<file path="config.mk">
export PLATFORM = sky130hd
export DESIGN_NAME = ipsa_port_attr
export DESIGN_NICKNAME = d
export VERILOG_FILES = /design/src/ipsa_pkg.sv /design/src/ipsa_ovr_mem.sv /design/src/ipsa_port_attr.sv
export VERILOG_INCLUDE_DIRS = /design/src
export SDC_FILE = /design/constraint.sdc
export NUM_CORES = 2
export LEC_CHECK = 0
export ABC_AREA = 1
export BUFFER_PORTS_ARGS = -buffer_cell sky130_fd_sc_hd__buf_2
export CAP_MARGIN = 25
export CORE_MARGIN = 8
export CORE_UTILIZATION = 30
export DETAILED_ROUTE_END_ITERATION = 10
export GPL_ROUTABILITY_DRIVEN = 1
export PLACE_DENSITY_LB_ADDON = 0.12
export SLEW_MARGIN = 40
export SYNTH_ARGS = -nofsm -noshare
export SYNTH_HDL_FRONTEND = slang
export SYNTH_SLANG_ARGS = --single-unit
</file>
<file path="constraint.sdc">
create_clock -name clk -period 11.55 [get_ports clk]
set_input_delay 2.31 -clock clk [delete_from_list [all_inputs] [get_ports clk]]
set_output_delay 2.31 -clock clk [all_outputs]
set_load 0.05 [all_outputs]
</file>
<file path="src/ipsa_consts.svh">
`ifndef IPSA_CONSTS_SVH
`define IPSA_CONSTS_SVH

// register byte offsets
`define IPSA_REG_CTRL 8'h00
`define IPSA_REG_TABLE_ATTR 8'h04
`define IPSA_REG_QUEUE_ATTR 8'h08
`define IPSA_REG_PCIE_BASE 8'h0C
`define IPSA_REG_PCIE_MASK 8'h10
`define IPSA_REG_OVR_INDEX 8'h14
`define IPSA_REG_OVR_DATA 8'h18
`define IPSA_REG_STATUS 8'h1C
`define IPSA_REG_MSI_IDENT 8'h20

// control bits
`define IPSA_CTRL_OVR_EN 0
`define IPSA_CTRL_PCIE_EN 1

// attribute register fields
`define IPSA_ATTR_IC 0
`define IPSA_ATTR_OC 2
`define IPSA_ATTR_SH 4
`define IPSA_ATTR_CMD_RA 6
`define IPSA_ATTR_EVTQ_WA 7
`define IPSA_ATTR_PGREQ_WA 8

// status fields
`define IPSA_STAT_FAULT 0
`define IPSA_STAT_BUSY 1
`define IPSA_STAT_KIND 4
`define IPSA_STAT_COUNT 16

// override entry fields
`define IPSA_OVR_INST_EN 0
`define IPSA_OVR_INST 1
`define IPSA_OVR_NS_EN 2
`define IPSA_OVR_NS 3
`define IPSA_OVR_CA_EN 4
`define IPSA_OVR_IC 5
`define IPSA_OVR_OC 7
`define IPSA_OVR_SH_EN 9
`define IPSA_OVR_SH 10
`define IPSA_OVR_AL_EN 12
`define IPSA_OVR_RA 13
`define IPSA_OVR_WA 14

// cacheability and shareability encodings
`define IPSA_CA_NC 2'h0
`define IPSA_CA_WB 2'h1
`define IPSA_CA_WT 2'h2
`define IPSA_SH_NSH 2'h0
`define IPSA_SH_OSH 2'h2
`define IPSA_SH_ISH 2'h3

// reset values
`define IPSA_RST_WORD 32'h0000_0000
`define IPSA_RST_TABLE_ATTR 32'h0000_0031
`define IPSA_RST_QUEUE_ATTR 32'h0000_01F5

`endif

</file>
<file path="src/ipsa_pkg.sv">
package ipsa_pkg;

  typedef enum logic [3:0] {
    IPSA_K_STREAM_FETCH = 4'h0,
    IPSA_K_VMS_FETCH = 4'h1,
    IPSA_K_CTX_FETCH = 4'h2,
    IPSA_K_S1_WALK = 4'h3,
    IPSA_K_S2_WALK = 4'h4,
    IPSA_K_CMD_FETCH = 4'h5,
    IPSA_K_EVTQ_WRITE = 4'h6,
    IPSA_K_PGREQ_WRITE = 4'h7,
    IPSA_K_MSI = 4'h8
  } ipsa_kind_t;

  typedef logic [1:0] ipsa_attr2_t;

endpackage

</file>
<file path="src/ipsa_ovr_mem.sv">
`timescale 1ns/1ps
`default_nettype none
module ipsa_ovr_mem #(
  parameter int W = 16,
  parameter int DEPTH = 64,
  parameter int AW = 6
) (
  input wire logic clk, // clock
  input wire logic rst_b, // sync reset, active low
  input wire logic we, // write strobe
  input wire logic [AW-1:0] waddr, // write index
  input wire logic [W-1:0] wdata, // write data
  input wire logic re, // read enable
  input wire logic [AW-1:0] raddr, // read index
  output logic [W-1:0] rdata // registered read data
);
  logic [W-1:0] mem_q [DEPTH];
  logic [W-1:0] rdata_q;
  logic [W-1:0] rdata_d;

  always_comb begin
    rdata_d = re ? mem_q[raddr] : rdata_q;
  end

  // entries hold no reset; software loads them before enabling overrides
  always_ff @(posedge clk) begin
    if (we) begin
      mem_q[waddr] <= wdata;
    end
  end

  always_ff @(posedge clk) begin
    if (!rst_b) begin
      rdata_q <= '0;
    end else begin
      rdata_q <= rdata_d;
    end
  end

  assign rdata = rdata_q;
endmodule // ipsa_ovr_mem
`default_nettype wire

</file>
<file path="src/ipsa_port_attr.sv">
// Decided for this implementation: the register offsets and the Avalon-MM interface to the registers.
`timescale 1ns/1ps
`default_nettype none
`include "ipsa_consts.svh"
module ipsa_port_attr
  import ipsa_pkg::*;
#(
  parameter int ADDR_W = 48,
  parameter int DATA_W = 64,
  parameter int SID_W = 16,
  parameter int SSID_W = 20,
  parameter int OVR_AW = 6,
  parameter bit SEC_SUPPORT = 1'b1
) (
  input wire logic clk, // 40 MHz clock
  input wire logic rst_b, // sync reset, active low
  input wire logic in_valid, // ingress request
  output logic in_ack, // ingress taken, one-cycle pulse
  input wire logic [ADDR_W-1:0] in_addr, // ingress address
  input wire logic in_write, // ingress direction
  input wire logic [DATA_W-1:0] in_wdata, // ingress write data
  input wire logic [SID_W-1:0] in_stream_ident, // client stream
  input wire logic [SSID_W-1:0] in_substream_ident, // substream
  input wire logic in_substream_valid, // substream present
  input wire logic in_security_state_tag, // 1 = secure stream
  input wire logic in_translated, // 1 = already translated
  input wire logic in_inst, // instruction hint
  input wire logic in_ns, // non-secure hint
  input wire logic [1:0] in_ic, // inner cacheability hint
  input wire logic [1:0] in_oc, // outer cacheability hint
  input wire logic [1:0] in_sh, // shareability hint
  input wire logic in_ra, // read-allocate hint
  input wire logic in_wa, // write-allocate hint
  input wire logic int_valid, // unit-originated request
  output logic int_ack, // request taken, one-cycle pulse
  output logic int_abort, // request ended with abort, pulse
  input wire logic [3:0] int_kind, // access kind
  input wire logic [ADDR_W-1:0] int_addr, // access address
  input wire logic int_write, // access direction
  input wire logic [DATA_W-1:0] int_wdata, // access write data
  input wire logic int_spec, // speculative access
  input wire logic [1:0] int_cfg_ic, // configured inner cacheability
  input wire logic [1:0] int_cfg_oc, // configured outer cacheability
  input wire logic [1:0] int_cfg_sh, // configured shareability
  input wire logic int_s2_en, // stage 2 enabled
  input wire logic [1:0] int_s2_ic, // stage 2 inner cacheability
  input wire logic [1:0] int_s2_oc, // stage 2 outer cacheability
  input wire logic [1:0] int_s2_sh, // stage 2 shareability
  input wire logic int_stage2_forced_writeback, // stage2_forced_writeback
  input wire logic int_stage2_walk_protect, // stage2_walk_protect
  output logic eg_valid, // egress request
  input wire logic eg_ready, // interconnect accepts
  output logic [ADDR_W-1:0] eg_addr, // egress address
  output logic eg_write, // egress direction
  output logic [DATA_W-1:0] eg_wdata, // egress write data
  output logic [SID_W:0] eg_stream_ident, // msb set = unit's own
  output logic [SSID_W-1:0] eg_substream_ident, // substream
  output logic eg_substream_valid, // substream present
  output logic eg_secure, // secure stream
  output logic eg_bypass, // translation bypassed
  output logic eg_inst, // instruction attribute
  output logic eg_ns, // non-secure attribute
  output logic [1:0] eg_ic, // inner cacheability
  output logic [1:0] eg_oc, // outer cacheability
  output logic [1:0] eg_sh, // shareability
  output logic eg_ra, // read-allocate
  output logic eg_wa, // write-allocate
  output logic eg_internal, // access originated by the unit
  input wire logic [7:0] avs_address, // byte address
  input wire logic avs_read, // read strobe
  input wire logic avs_write, // write strobe
  input wire logic [31:0] avs_writedata, // write data
  input wire logic [3:0] avs_byteenable, // byte lanes
  output logic [31:0] avs_readdata, // read data
  output logic avs_waitrequest // stall
);
  localparam int OVR_W = 16;

  function automatic logic [1:0] ca_comb(input logic [1:0] a, input logic [1:0] b);
    if (a == `IPSA_CA_NC || b == `IPSA_CA_NC) begin
      return `IPSA_CA_NC;
    end else if (a == `IPSA_CA_WT || b == `IPSA_CA_WT) begin
      return `IPSA_CA_WT;
    end
    return a;
  endfunction

  function automatic logic [1:0] sh_comb(input logic [1:0] a, input logic [1:0] b);
    if (a == `IPSA_SH_OSH || b == `IPSA_SH_OSH) begin
      return `IPSA_SH_OSH;
    end else if (a == `IPSA_SH_ISH || b == `IPSA_SH_ISH) begin
      return `IPSA_SH_ISH;
    end
    return `IPSA_SH_NSH;
  endfunction

  function automatic logic [31:0] be_merge(input logic [31:0] o, input logic [31:0] n,
                                           input logic [3:0] be);
    logic [31:0] r;
    r = o;
    for (int i = 0; i < 4; i++) begin
      if (be[i]) begin
        r[i*8 +: 8] = n[i*8 +: 8];
      end
    end
    return r;
  endfunction

  // register file
  logic [31:0] ctrl_q, ctrl_d, tattr_q, tattr_d, qattr_q, qattr_d;
  logic [31:0] pbase_q, pbase_d, pmask_q, pmask_d;
  logic [OVR_AW-1:0] oidx_q, oidx_d;
  logic [OVR_W-1:0] odata_q, odata_d;
  logic [SID_W-1:0] msi_q, msi_d;
  logic fault_q, fault_d;
  logic [3:0] fkind_q, fkind_d;
  logic [15:0] count_q, count_d;
  logic wait_q, wait_d;
  logic [31:0] rdata_q, rdata_d;
  logic mem_we;

  // request pipeline
  logic in_ack_q, in_ack_d, int_ack_q, int_ack_d, abort_q, abort_d;
  logic s1_v_q, s1_v_d, s1_int_q, s1_int_d;
  logic [ADDR_W-1:0] s1_addr_q, s1_addr_d, eg_addr_q, eg_addr_d;
  logic s1_wr_q, s1_wr_d, eg_wr_q, eg_wr_d;
  logic [DATA_W-1:0] s1_wdata_q, s1_wdata_d, eg_wdata_q, eg_wdata_d;
  logic [SID_W:0] s1_sid_q, s1_sid_d, eg_sid_q, eg_sid_d;
  logic [SSID_W-1:0] s1_ssid_q, s1_ssid_d, eg_ssid_q, eg_ssid_d;
  logic s1_ssv_q, s1_ssv_d, s1_sec_q, s1_sec_d, s1_byp_q, s1_byp_d;
  logic s1_inst_q, s1_inst_d, s1_ns_q, s1_ns_d, s1_ra_q, s1_ra_d, s1_wa_q, s1_wa_d;
  logic [1:0] s1_ic_q, s1_ic_d, s1_oc_q, s1_oc_d, s1_sh_q, s1_sh_d;
  logic eg_v_q, eg_v_d, eg_ssv_q, eg_ssv_d, eg_sec_q, eg_sec_d, eg_byp_q, eg_byp_d;
  logic eg_inst_q, eg_inst_d, eg_ns_q, eg_ns_d, eg_ra_q, eg_ra_d, eg_wa_q, eg_wa_d;
  logic eg_int_q, eg_int_d;
  logic [1:0] eg_ic_q, eg_ic_d, eg_oc_q, eg_oc_d, eg_sh_q, eg_sh_d;
  logic [OVR_W-1:0] ovr;
  logic s1_leave, slot_free, take_int, take_in, pcie_hit, ovr_en;
  logic [1:0] s2_ic, s2_oc;

  ipsa_ovr_mem #(.W(OVR_W), .DEPTH(1 << OVR_AW), .AW(OVR_AW)) u_ovr (
    .clk(clk),
    .rst_b(rst_b),
    .we(mem_we),
    .waddr(oidx_q),
    .wdata(avs_writedata[OVR_W-1:0]),
    .re(take_in),
    .raddr(in_stream_ident[OVR_AW-1:0]),
    .rdata(ovr)
  );

  // software bus: one wait cycle, then the access completes
  always_comb begin
    logic req;
    logic done;
    req = avs_read || avs_write;
    done = req && !wait_q;
    wait_d = !(req && wait_q);
    ctrl_d = ctrl_q;
    tattr_d = tattr_q;
    qattr_d = qattr_q;
    pbase_d = pbase_q;
    pmask_d = pmask_q;
    oidx_d = oidx_q;
    odata_d = odata_q;
    msi_d = msi_q;
    mem_we = 1'b0;
    fault_d = fault_q;
    fkind_d = fkind_q;
    rdata_d = rdata_q;
    if (done && avs_write) begin
      case (avs_address)
        `IPSA_REG_CTRL: ctrl_d = be_merge(ctrl_q, avs_writedata, avs_byteenable);
        `IPSA_REG_TABLE_ATTR: tattr_d = be_merge(tattr_q, avs_writedata, avs_byteenable);
        `IPSA_REG_QUEUE_ATTR: qattr_d = be_merge(qattr_q, avs_writedata, avs_byteenable);
        `IPSA_REG_PCIE_BASE: pbase_d = be_merge(pbase_q, avs_writedata, avs_byteenable);
        `IPSA_REG_PCIE_MASK: pmask_d = be_merge(pmask_q, avs_writedata, avs_byteenable);
        `IPSA_REG_OVR_INDEX: oidx_d = avs_writedata[OVR_AW-1:0];
        `IPSA_REG_OVR_DATA: begin
          mem_we = 1'b1;
          odata_d = avs_writedata[OVR_W-1:0];
        end
        `IPSA_REG_STATUS: begin
          if (avs_writedata[`IPSA_STAT_FAULT]) begin
            fault_d = 1'b0;
          end
        end
        `IPSA_REG_MSI_IDENT: msi_d = avs_writedata[SID_W-1:0];
        default: ;
      endcase
    end
    // a fault in the clearing cycle still lands
    if (abort_d && !int_spec) begin
      fault_d = 1'b1;
      fkind_d = int_kind;
    end
    if (req && wait_q) begin
      rdata_d = '0;
      case (avs_address)
        `IPSA_REG_CTRL: rdata_d = ctrl_q;
        `IPSA_REG_TABLE_ATTR: rdata_d = tattr_q;
        `IPSA_REG_QUEUE_ATTR: rdata_d = qattr_q;
        `IPSA_REG_PCIE_BASE: rdata_d = pbase_q;
        `IPSA_REG_PCIE_MASK: rdata_d = pmask_q;
        `IPSA_REG_OVR_INDEX: rdata_d[OVR_AW-1:0] = oidx_q;
        `IPSA_REG_OVR_DATA: rdata_d[OVR_W-1:0] = odata_q;
        `IPSA_REG_STATUS: begin
          rdata_d[`IPSA_STAT_FAULT] = fault_q;
          rdata_d[`IPSA_STAT_BUSY] = s1_v_q || eg_v_q;
          rdata_d[`IPSA_STAT_KIND +: 4] = fkind_q;
          rdata_d[`IPSA_STAT_COUNT +: 16] = count_q;
        end
        `IPSA_REG_MSI_IDENT: rdata_d[SID_W-1:0] = msi_q;
        default: ;
      endcase
    end
  end

  always_ff @(posedge clk) begin
    if (!rst_b) begin
      wait_q <= 1'b1;
      ctrl_q <= `IPSA_RST_WORD;
      tattr_q <= `IPSA_RST_TABLE_ATTR;
      qattr_q <= `IPSA_RST_QUEUE_ATTR;
      pbase_q <= `IPSA_RST_WORD;
      pmask_q <= `IPSA_RST_WORD;
      oidx_q <= '0;
      odata_q <= '0;
      msi_q <= '0;
      fault_q <= 1'b0;
      fkind_q <= '0;
      rdata_q <= `IPSA_RST_WORD;
    end else begin
      wait_q <= wait_d;
      ctrl_q <= ctrl_d;
      tattr_q <= tattr_d;
      qattr_q <= qattr_d;
      pbase_q <= pbase_d;
      pmask_q <= pmask_d;
      oidx_q <= oidx_d;
      odata_q <= odata_d;
      msi_q <= msi_d;
      fault_q <= fault_d;
      fkind_q <= fkind_d;
      rdata_q <= rdata_d;
    end
  end

  // unit requests win arbitration so queue writes cannot be starved by clients
  always_comb begin
    s1_leave = s1_v_q && (!eg_v_q || eg_ready);
    slot_free = !s1_v_q || s1_leave;
    take_int = int_valid && !int_ack_q && slot_free;
    take_in = in_valid && !in_ack_q && slot_free && !take_int;
    // only the low 32 address bits are matched against the window
    pcie_hit = ctrl_q[`IPSA_CTRL_PCIE_EN] && !int_write &&
               ((int_addr[31:0] & pmask_q) == pbase_q);
    ovr_en = ctrl_q[`IPSA_CTRL_OVR_EN];
    s2_ic = int_stage2_forced_writeback ? `IPSA_CA_WB : int_s2_ic;
    s2_oc = int_stage2_forced_writeback ? `IPSA_CA_WB : int_s2_oc;
    in_ack_d = take_in;
    int_ack_d = take_int;
    abort_d = take_int && pcie_hit;
    s1_v_d = s1_v_q && !s1_leave;
    s1_int_d = s1_int_q;
    s1_addr_d = s1_addr_q;
    s1_wr_d = s1_wr_q;
    s1_wdata_d = s1_wdata_q;
    s1_sid_d = s1_sid_q;
    s1_ssid_d = s1_ssid_q;
    s1_ssv_d = s1_ssv_q;
    s1_sec_d = s1_sec_q;
    s1_byp_d = s1_byp_q;
    s1_inst_d = s1_inst_q;
    s1_ns_d = s1_ns_q;
    s1_ic_d = s1_ic_q;
    s1_oc_d = s1_oc_q;
    s1_sh_d = s1_sh_q;
    s1_ra_d = s1_ra_q;
    s1_wa_d = s1_wa_q;
    if (take_int && !pcie_hit) begin
      s1_v_d = 1'b1;
      s1_int_d = 1'b1;
      s1_addr_d = int_addr;
      s1_wr_d = int_write;
      s1_wdata_d = int_wdata;
      s1_sid_d = {1'b1, msi_q};
      s1_ssid_d = '0;
      s1_ssv_d = 1'b0;
      s1_sec_d = 1'b0;
      s1_byp_d = 1'b1;
      s1_inst_d = 1'b0;
      s1_ns_d = 1'b1;
      s1_ic_d = int_cfg_ic;
      s1_oc_d = int_cfg_oc;
      s1_sh_d = int_cfg_sh;
      s1_ra_d = 1'b0;
      s1_wa_d = 1'b0;
      case (int_kind)
        IPSA_K_STREAM_FETCH, IPSA_K_VMS_FETCH: begin
          s1_ic_d = tattr_q[`IPSA_ATTR_IC +: 2];
          s1_oc_d = tattr_q[`IPSA_ATTR_OC +: 2];
          s1_sh_d = tattr_q[`IPSA_ATTR_SH +: 2];
        end
        IPSA_K_CTX_FETCH, IPSA_K_S1_WALK: begin
          if (int_s2_en) begin
            s1_ic_d = ca_comb(int_cfg_ic, s2_ic);
            s1_oc_d = ca_comb(int_cfg_oc, s2_oc);
            s1_sh_d = int_stage2_walk_protect ? `IPSA_SH_OSH : sh_comb(int_cfg_sh, int_s2_sh);
          end
        end
        IPSA_K_CMD_FETCH, IPSA_K_EVTQ_WRITE, IPSA_K_PGREQ_WRITE: begin
          s1_ic_d = qattr_q[`IPSA_ATTR_IC +: 2];
          s1_oc_d = qattr_q[`IPSA_ATTR_OC +: 2];
          s1_sh_d = qattr_q[`IPSA_ATTR_SH +: 2];
          s1_ra_d = (int_kind == IPSA_K_CMD_FETCH) && qattr_q[`IPSA_ATTR_CMD_RA];
          s1_wa_d = (int_kind == IPSA_K_EVTQ_WRITE) ? qattr_q[`IPSA_ATTR_EVTQ_WA] :
                    (int_kind == IPSA_K_PGREQ_WRITE) && qattr_q[`IPSA_ATTR_PGREQ_WA];
        end
        default: ;
      endcase
    end else if (take_in) begin
      s1_v_d = 1'b1;
      s1_int_d = 1'b0;
      s1_addr_d = in_addr;
      s1_wr_d = in_write;
      s1_wdata_d = in_wdata;
      s1_sid_d = {1'b0, in_stream_ident};
      s1_ssid_d = in_substream_ident;
      s1_ssv_d = in_substream_valid;
      s1_sec_d = SEC_SUPPORT && in_security_state_tag;
      s1_byp_d = in_translated;
      s1_inst_d = in_inst;
      s1_ns_d = in_ns;
      s1_ic_d = in_ic;
      s1_oc_d = in_oc;
      s1_sh_d = in_sh;
      s1_ra_d = in_ra;
      s1_wa_d = in_wa;
    end
  end

  // egress stage: override table entry arrives with the stage 1 slot
  always_comb begin
    logic use_ovr;
    use_ovr = ovr_en && !s1_int_q;
    eg_v_d = eg_v_q && !eg_ready;
    eg_addr_d = eg_addr_q;
    eg_wr_d = eg_wr_q;
    eg_wdata_d = eg_wdata_q;
    eg_sid_d = eg_sid_q;
    eg_ssid_d = eg_ssid_q;
    eg_ssv_d = eg_ssv_q;
    eg_sec_d = eg_sec_q;
    eg_byp_d = eg_byp_q;
    eg_inst_d = eg_inst_q;
    eg_ns_d = eg_ns_q;
    eg_ic_d = eg_ic_q;
    eg_oc_d = eg_oc_q;
    eg_sh_d = eg_sh_q;
    eg_ra_d = eg_ra_q;
    eg_wa_d = eg_wa_q;
    eg_int_d = eg_int_q;
    count_d = count_q;
    if (s1_leave) begin
      eg_v_d = 1'b1;
      count_d = count_q + 16'h0001;
      eg_addr_d = s1_addr_q;
      eg_wr_d = s1_wr_q;
      eg_wdata_d = s1_wdata_q;
      eg_sid_d = s1_sid_q;
      eg_ssid_d = s1_ssid_q;
      eg_ssv_d = s1_ssv_q;
      eg_sec_d = s1_sec_q;
      eg_byp_d = s1_byp_q;
      eg_int_d = s1_int_q;
      eg_inst_d = (use_ovr && ovr[`IPSA_OVR_INST_EN]) ? ovr[`IPSA_OVR_INST] : s1_inst_q;
      eg_ns_d = (use_ovr && ovr[`IPSA_OVR_NS_EN]) ? ovr[`IPSA_OVR_NS] : s1_ns_q;
      eg_ic_d = (use_ovr && ovr[`IPSA_OVR_CA_EN]) ? ovr[`IPSA_OVR_IC +: 2] : s1_ic_q;
      eg_oc_d = (use_ovr && ovr[`IPSA_OVR_CA_EN]) ? ovr[`IPSA_OVR_OC +: 2] : s1_oc_q;
      eg_sh_d = (use_ovr && ovr[`IPSA_OVR_SH_EN]) ? ovr[`IPSA_OVR_SH +: 2] : s1_sh_q;
      eg_ra_d = (use_ovr && ovr[`IPSA_OVR_AL_EN]) ? ovr[`IPSA_OVR_RA] : s1_ra_q;
      eg_wa_d = (use_ovr && ovr[`IPSA_OVR_AL_EN]) ? ovr[`IPSA_OVR_WA] : s1_wa_q;
    end
  end

  always_ff @(posedge clk) begin
    if (!rst_b) begin
      in_ack_q <= 1'b0;
      int_ack_q <= 1'b0;
      abort_q <= 1'b0;
      s1_v_q <= 1'b0;
      eg_v_q <= 1'b0;
      count_q <= '0;
    end else begin
      in_ack_q <= in_ack_d;
      int_ack_q <= int_ack_d;
      abort_q <= abort_d;
      s1_v_q <= s1_v_d;
      eg_v_q <= eg_v_d;
      count_q <= count_d;
    end
  end

  // stage 1 datapath flops need no reset; s1_v_q qualifies them
  always_ff @(posedge clk) begin
    s1_int_q <= s1_int_d;
    s1_addr_q <= s1_addr_d;
    s1_wr_q <= s1_wr_d;
    s1_wdata_q <= s1_wdata_d;
    s1_sid_q <= s1_sid_d;
    s1_ssid_q <= s1_ssid_d;
    s1_ssv_q <= s1_ssv_d;
    s1_sec_q <= s1_sec_d;
    s1_byp_q <= s1_byp_d;
    s1_inst_q <= s1_inst_d;
    s1_ns_q <= s1_ns_d;
    s1_ic_q <= s1_ic_d;
    s1_oc_q <= s1_oc_d;
    s1_sh_q <= s1_sh_d;
    s1_ra_q <= s1_ra_d;
    s1_wa_q <= s1_wa_d;
  end

  always_ff @(posedge clk) begin
    if (!rst_b) begin
      eg_addr_q <= '0;
      eg_wr_q <= 1'b0;
      eg_wdata_q <= '0;
      eg_sid_q <= '0;
      eg_ssid_q <= '0;
      {eg_ssv_q, eg_sec_q, eg_byp_q, eg_inst_q, eg_ns_q, eg_ra_q, eg_wa_q, eg_int_q} <= 8'h00;
      {eg_ic_q, eg_oc_q, eg_sh_q} <= 6'h00;
    end else begin
      eg_addr_q <= eg_addr_d;
      eg_wr_q <= eg_wr_d;
      eg_wdata_q <= eg_wdata_d;
      eg_sid_q <= eg_sid_d;
      eg_ssid_q <= eg_ssid_d;
      {eg_ssv_q, eg_sec_q, eg_byp_q, eg_inst_q} <= {eg_ssv_d, eg_sec_d, eg_byp_d, eg_inst_d};
      {eg_ns_q, eg_ra_q, eg_wa_q, eg_int_q} <= {eg_ns_d, eg_ra_d, eg_wa_d, eg_int_d};
      {eg_ic_q, eg_oc_q, eg_sh_q} <= {eg_ic_d, eg_oc_d, eg_sh_d};
    end
  end

  assign in_ack = in_ack_q;
  assign int_ack = int_ack_q;
  assign int_abort = abort_q;
  assign eg_valid = eg_v_q;
  assign eg_addr = eg_addr_q;
  assign eg_write = eg_wr_q;
  assign eg_wdata = eg_wdata_q;
  assign eg_stream_ident = eg_sid_q;
  assign eg_substream_ident = eg_ssid_q;
  assign eg_substream_valid = eg_ssv_q;
  assign eg_secure = eg_sec_q;
  assign eg_bypass = eg_byp_q;
  assign eg_inst = eg_inst_q;
  assign eg_ns = eg_ns_q;
  assign eg_ic = eg_ic_q;
  assign eg_oc = eg_oc_q;
  assign eg_sh = eg_sh_q;
  assign eg_ra = eg_ra_q;
  assign eg_wa = eg_wa_q;
  assign eg_internal = eg_int_q;
  assign avs_readdata = rdata_q;
  assign avs_waitrequest = wait_q;
endmodule // ipsa_port_attr
`default_nettype wire

</file>
==> results.sh <==
export IMPL_tritoncts="yes"
export IMPL_drv_cap=0
export IMPL_wl_um=231000
export IMPL_cts_max_path_buffers=3
export IMPL_grt_max_degree=199
export IMPL_end_kind="flip-flop"
export IMPL_path_clk_slew_ns=0.06
export IMPL_hold_path_class="reg -> reg"
export IMPL_fin_crit_ns=4.94
export IMPL_drive_above_1_share_pct=14.3
export IMPL_dpl_cell_count=9426
export IMPL_syn_avg_cell_area_um2=9.95
export IMPL_synth_seq_area_share_pct=66.9
export IMPL_die_w_um=475
export IMPL_min_delay_path_depth=2
export IMPL_ff2ff_setup_slack_ns=7.93
export IMPL_clock_sinks=1558
export IMPL_fin_nets=7151
export IMPL_dp_hpwl_um=148000
export IMPL_min_to="qattr_q[14]$_SDFFE_PN0P_"
export IMPL_synth_edff_count=1097
export IMPL_syn_inst=6339
export IMPL_drtAntennaViolNets=0
export IMPL_reg2reg_from="pbase_q[31]$_SDFFE_PN0P_"
export IMPL_mostFrequentLayoutCells="1910 x nand2_1, 1097 x edfxtp_1, 905 x nand3_1"
export IMPL_power_mw=12.8
export IMPL_viasPerCell=4.84
export IMPL_dr_first_iter_drc_count=3734
export IMPL_outcome="finished clean"
export IMPL_timing_rr_end="s1_addr_q[7]$_DFFE_PP_"
export IMPL_synth_area_um2=63100
export IMPL_ys_ff_latch=1558
export IMPL_fill_cells=21430
export IMPL_layoutNonFillerInstCount=9776
export IMPL_finalSetupViolCount=0
export IMPL_power_density_nw_per_um2=172
export IMPL_grt_pass1_vias=45035
export IMPL_rsz0062_at_grt="no"
export IMPL_maxClockFrequency_ghz=0.203
export IMPL_place_gp_congestion=0.898
export IMPL_reg2regPathDepth=11
export IMPL_irDropWorstVdd_mv=0.165
export IMPL_wire_per_inst_um=23.7
export IMPL_initial_utilization_pct=30.1
export IMPL_ctsResizeCount=0
export IMPL_finalSetupTns_ns=0
export IMPL_post_dp_cell_area_um2=68800
export IMPL_crit_path_start_kind="input pin"
export IMPL_grt_ovfl_total=0
export IMPL_insertion_delay_ns=0.82
export IMPL_grt_pass1_wl_um=328000
export IMPL_synth_top_flop_cell="edfxtp_1"
export IMPL_final_common_cell="nand2_1"
export IMPL_core_um2=209000
export IMPL_fin_crit_sh_pct=42.7
export IMPL_root_buffer="clkbuf_16"
export IMPL_port_buffers=546
export IMPL_finClkSkew_ns=0.0236
export IMPL_row_count=168
export IMPL_relSlewSlack_pct=42.2
export IMPL_num_io_pins=547
export IMPL_dr_pass1_iters=6
export IMPL_worst_pin_slew_ns=0.865
export IMPL_antenna_found_initial=36
export IMPL_ys_warn_count=0
export IMPL_path_max_fanout=30
export IMPL_cts_setup_buffers=0
export IMPL_die_area_um2=225000
export IMPL_critPathArrivalTime_ns=5.45
export IMPL_route_vias_total=47313
export IMPL_cp_required_ns=12.06
export IMPL_crit_type="in -> reg"
export IMPL_cts_buffers=178
export IMPL_die_height_um=475
export IMPL_finalInstanceArea_um2=74500
export IMPL_utilization_pct=35.6
export IMPL_power_leakage_nw=28.7
export IMPL_synth_nets=6686
export IMPL_finalMaxSlewViolations=0
export IMPL_track_usage_pct=19.6
export IMPL_cts_max_level=4
export IMPL_setup_slack_ns=6.61
export IMPL_hold_path_startpoint="qattr_q[14]$_SDFFE_PN0P_"
export IMPL_hold_viol_final=0
export IMPL_synthArstFlopShare_pct=0
export IMPL_whs_ns=0.448
export IMPL_synthToLayoutAreaGrowth_pct=18.2
export IMPL_pre_cts_ws_ns=5.49
export IMPL_synth_distinct_cells=43
export IMPL_drc=0
export IMPL_ctsHoldBuffers=0
-- Yosys cell counts (6+ instances only) --
| master | number | share of area, % |
|---|---|---|
| o21a_1 | 7 | 0.083 |
| nand3_1 | 913 | 7.2 |
| xor2_1 | 9 | 0.12 |
| o211ai_1 | 22 | 0.26 |
| clkbuf_1 | 174 | 1.0 |
| o21ai_0 | 417 | 3.3 |
| buf_1 | 30 | 0.18 |
| a211oi_1 | 19 | 0.23 |
| edfxtp_1 | 1097 | 52 |
| nor2_1 | 502 | 3.0 |
| dfxtp_1 | 461 | 15 |
| nor2_2 | 10 | 0.099 |
| a41oi_1 | 9 | 0.12 |
| buf_2 | 156 | 1.2 |
| buf_6 | 10 | 0.18 |
| o22ai_1 | 16 | 0.16 |
| a21oi_1 | 267 | 2.1 |
| inv_2 | 6 | 0.036 |
| nand2_1 | 1913 | 11 |
| inv_1 | 205 | 1.2 |
| buf_4 | 18 | 0.21 |
| nor3_1 | 13 | 0.10 |
| a21oi_2 | 20 | 0.28 |
-- per-layer routing --
metal,wire length [µm],vias up,track usage (%)
met1,108000,23103,28.0
met4,5910,2,5.36
met3,11400,287,2.92
met2,107000,1306,31.3
li1,-,22615,-
met5,13,-,0
-- worst max-delay path: stages --
cell and delay, ns:
buf_2 0.10, nor2_1 0.19, nand2_1 0.13, inv_1 0.09
nand2_1 0.09, nor2_4 0.28, nand2_2 0.38, nor2_2 0.34
nand3_2 0.57, nor2_1 0.65, buf_4 0.29
-- cell families (layout without fill, tap and decap cells) --
group,Yosys count,in the layout,share of synthesized area [%]
and+or+nand+nor,3373,3373,22.1
xor gates and xnor gates,9,9,0.125
buffers and inverters,602,1219,4.12
DFF,1558,1558,66.9
AOI/OAI and AO/OA,796,796,6.78
other,0,15,0
adders and majority gates,1,1,0.0198
-- layout make-up --
class / count / area, µm² / area share (%)
flip-flops and latches: 1558 / 42200 / 56.6
multi-input cells: 4179 / 18400 / 24.7
clock buffers: 269 / 5100 / 6.85
repair buffers: 673 / 3920 / 5.26
well taps: 2805 / 3510 / 4.71
inverters: 214 / 833 / 1.12
clock inverters: 63 / 527 / 0.707
diodes: 15 / 37.5 / 0.0504
-- worst max path at each step --
stage,start,endpoint,slack [ns],cells after the start
finish,avs_address[1],u_ovr.mem_q[1][1]$_DFFE_PP_,6.61,11
global route,avs_address[1],u_ovr.mem_q[1][1]$_DFFE_PP_,6.42,11
CTS,avs_address[1],u_ovr.mem_q[46][2]$_DFFE_PP_,6.37,11
detailed placement,avs_address[1],u_ovr.mem_q[46][13]$_DFFE_PP_,5.49,11
global placement,avs_address[1],u_ovr.mem_q[40][11]$_DFFE_PP_,5.07,10
floorplan,int_addr[6],s1_addr_q[0]$_DFFE_PP_,4.93,9
-- sequential cells by signal (all words and copies together) (netlist names), 17 cells and up --
register,flops
avs_readdata,32
eg_substream_ident,20
pmask_q,32
pbase_q,32
u_ovr.mem_q,960
eg_addr,48
qattr_q,32
s1_wdata_q,64
s1_ssid_q,20
ctrl_q,32
s1_addr_q,48
tattr_q,32
eg_wdata,64
eg_stream_ident,17
s1_sid_q,17
-- power breakdown --
part	total (mW)	internal (mW)	switching [mW]	leakage, nW
Clock	5.49	3.18	2.30	2.76
Sequential	6.18	6.12	0.0635	13.8
Combinational	1.17	0.267	0.902	12.1
Total	12.8	9.57	3.27	28.7
No activity file was read; power rests on OpenSTA's default activity.
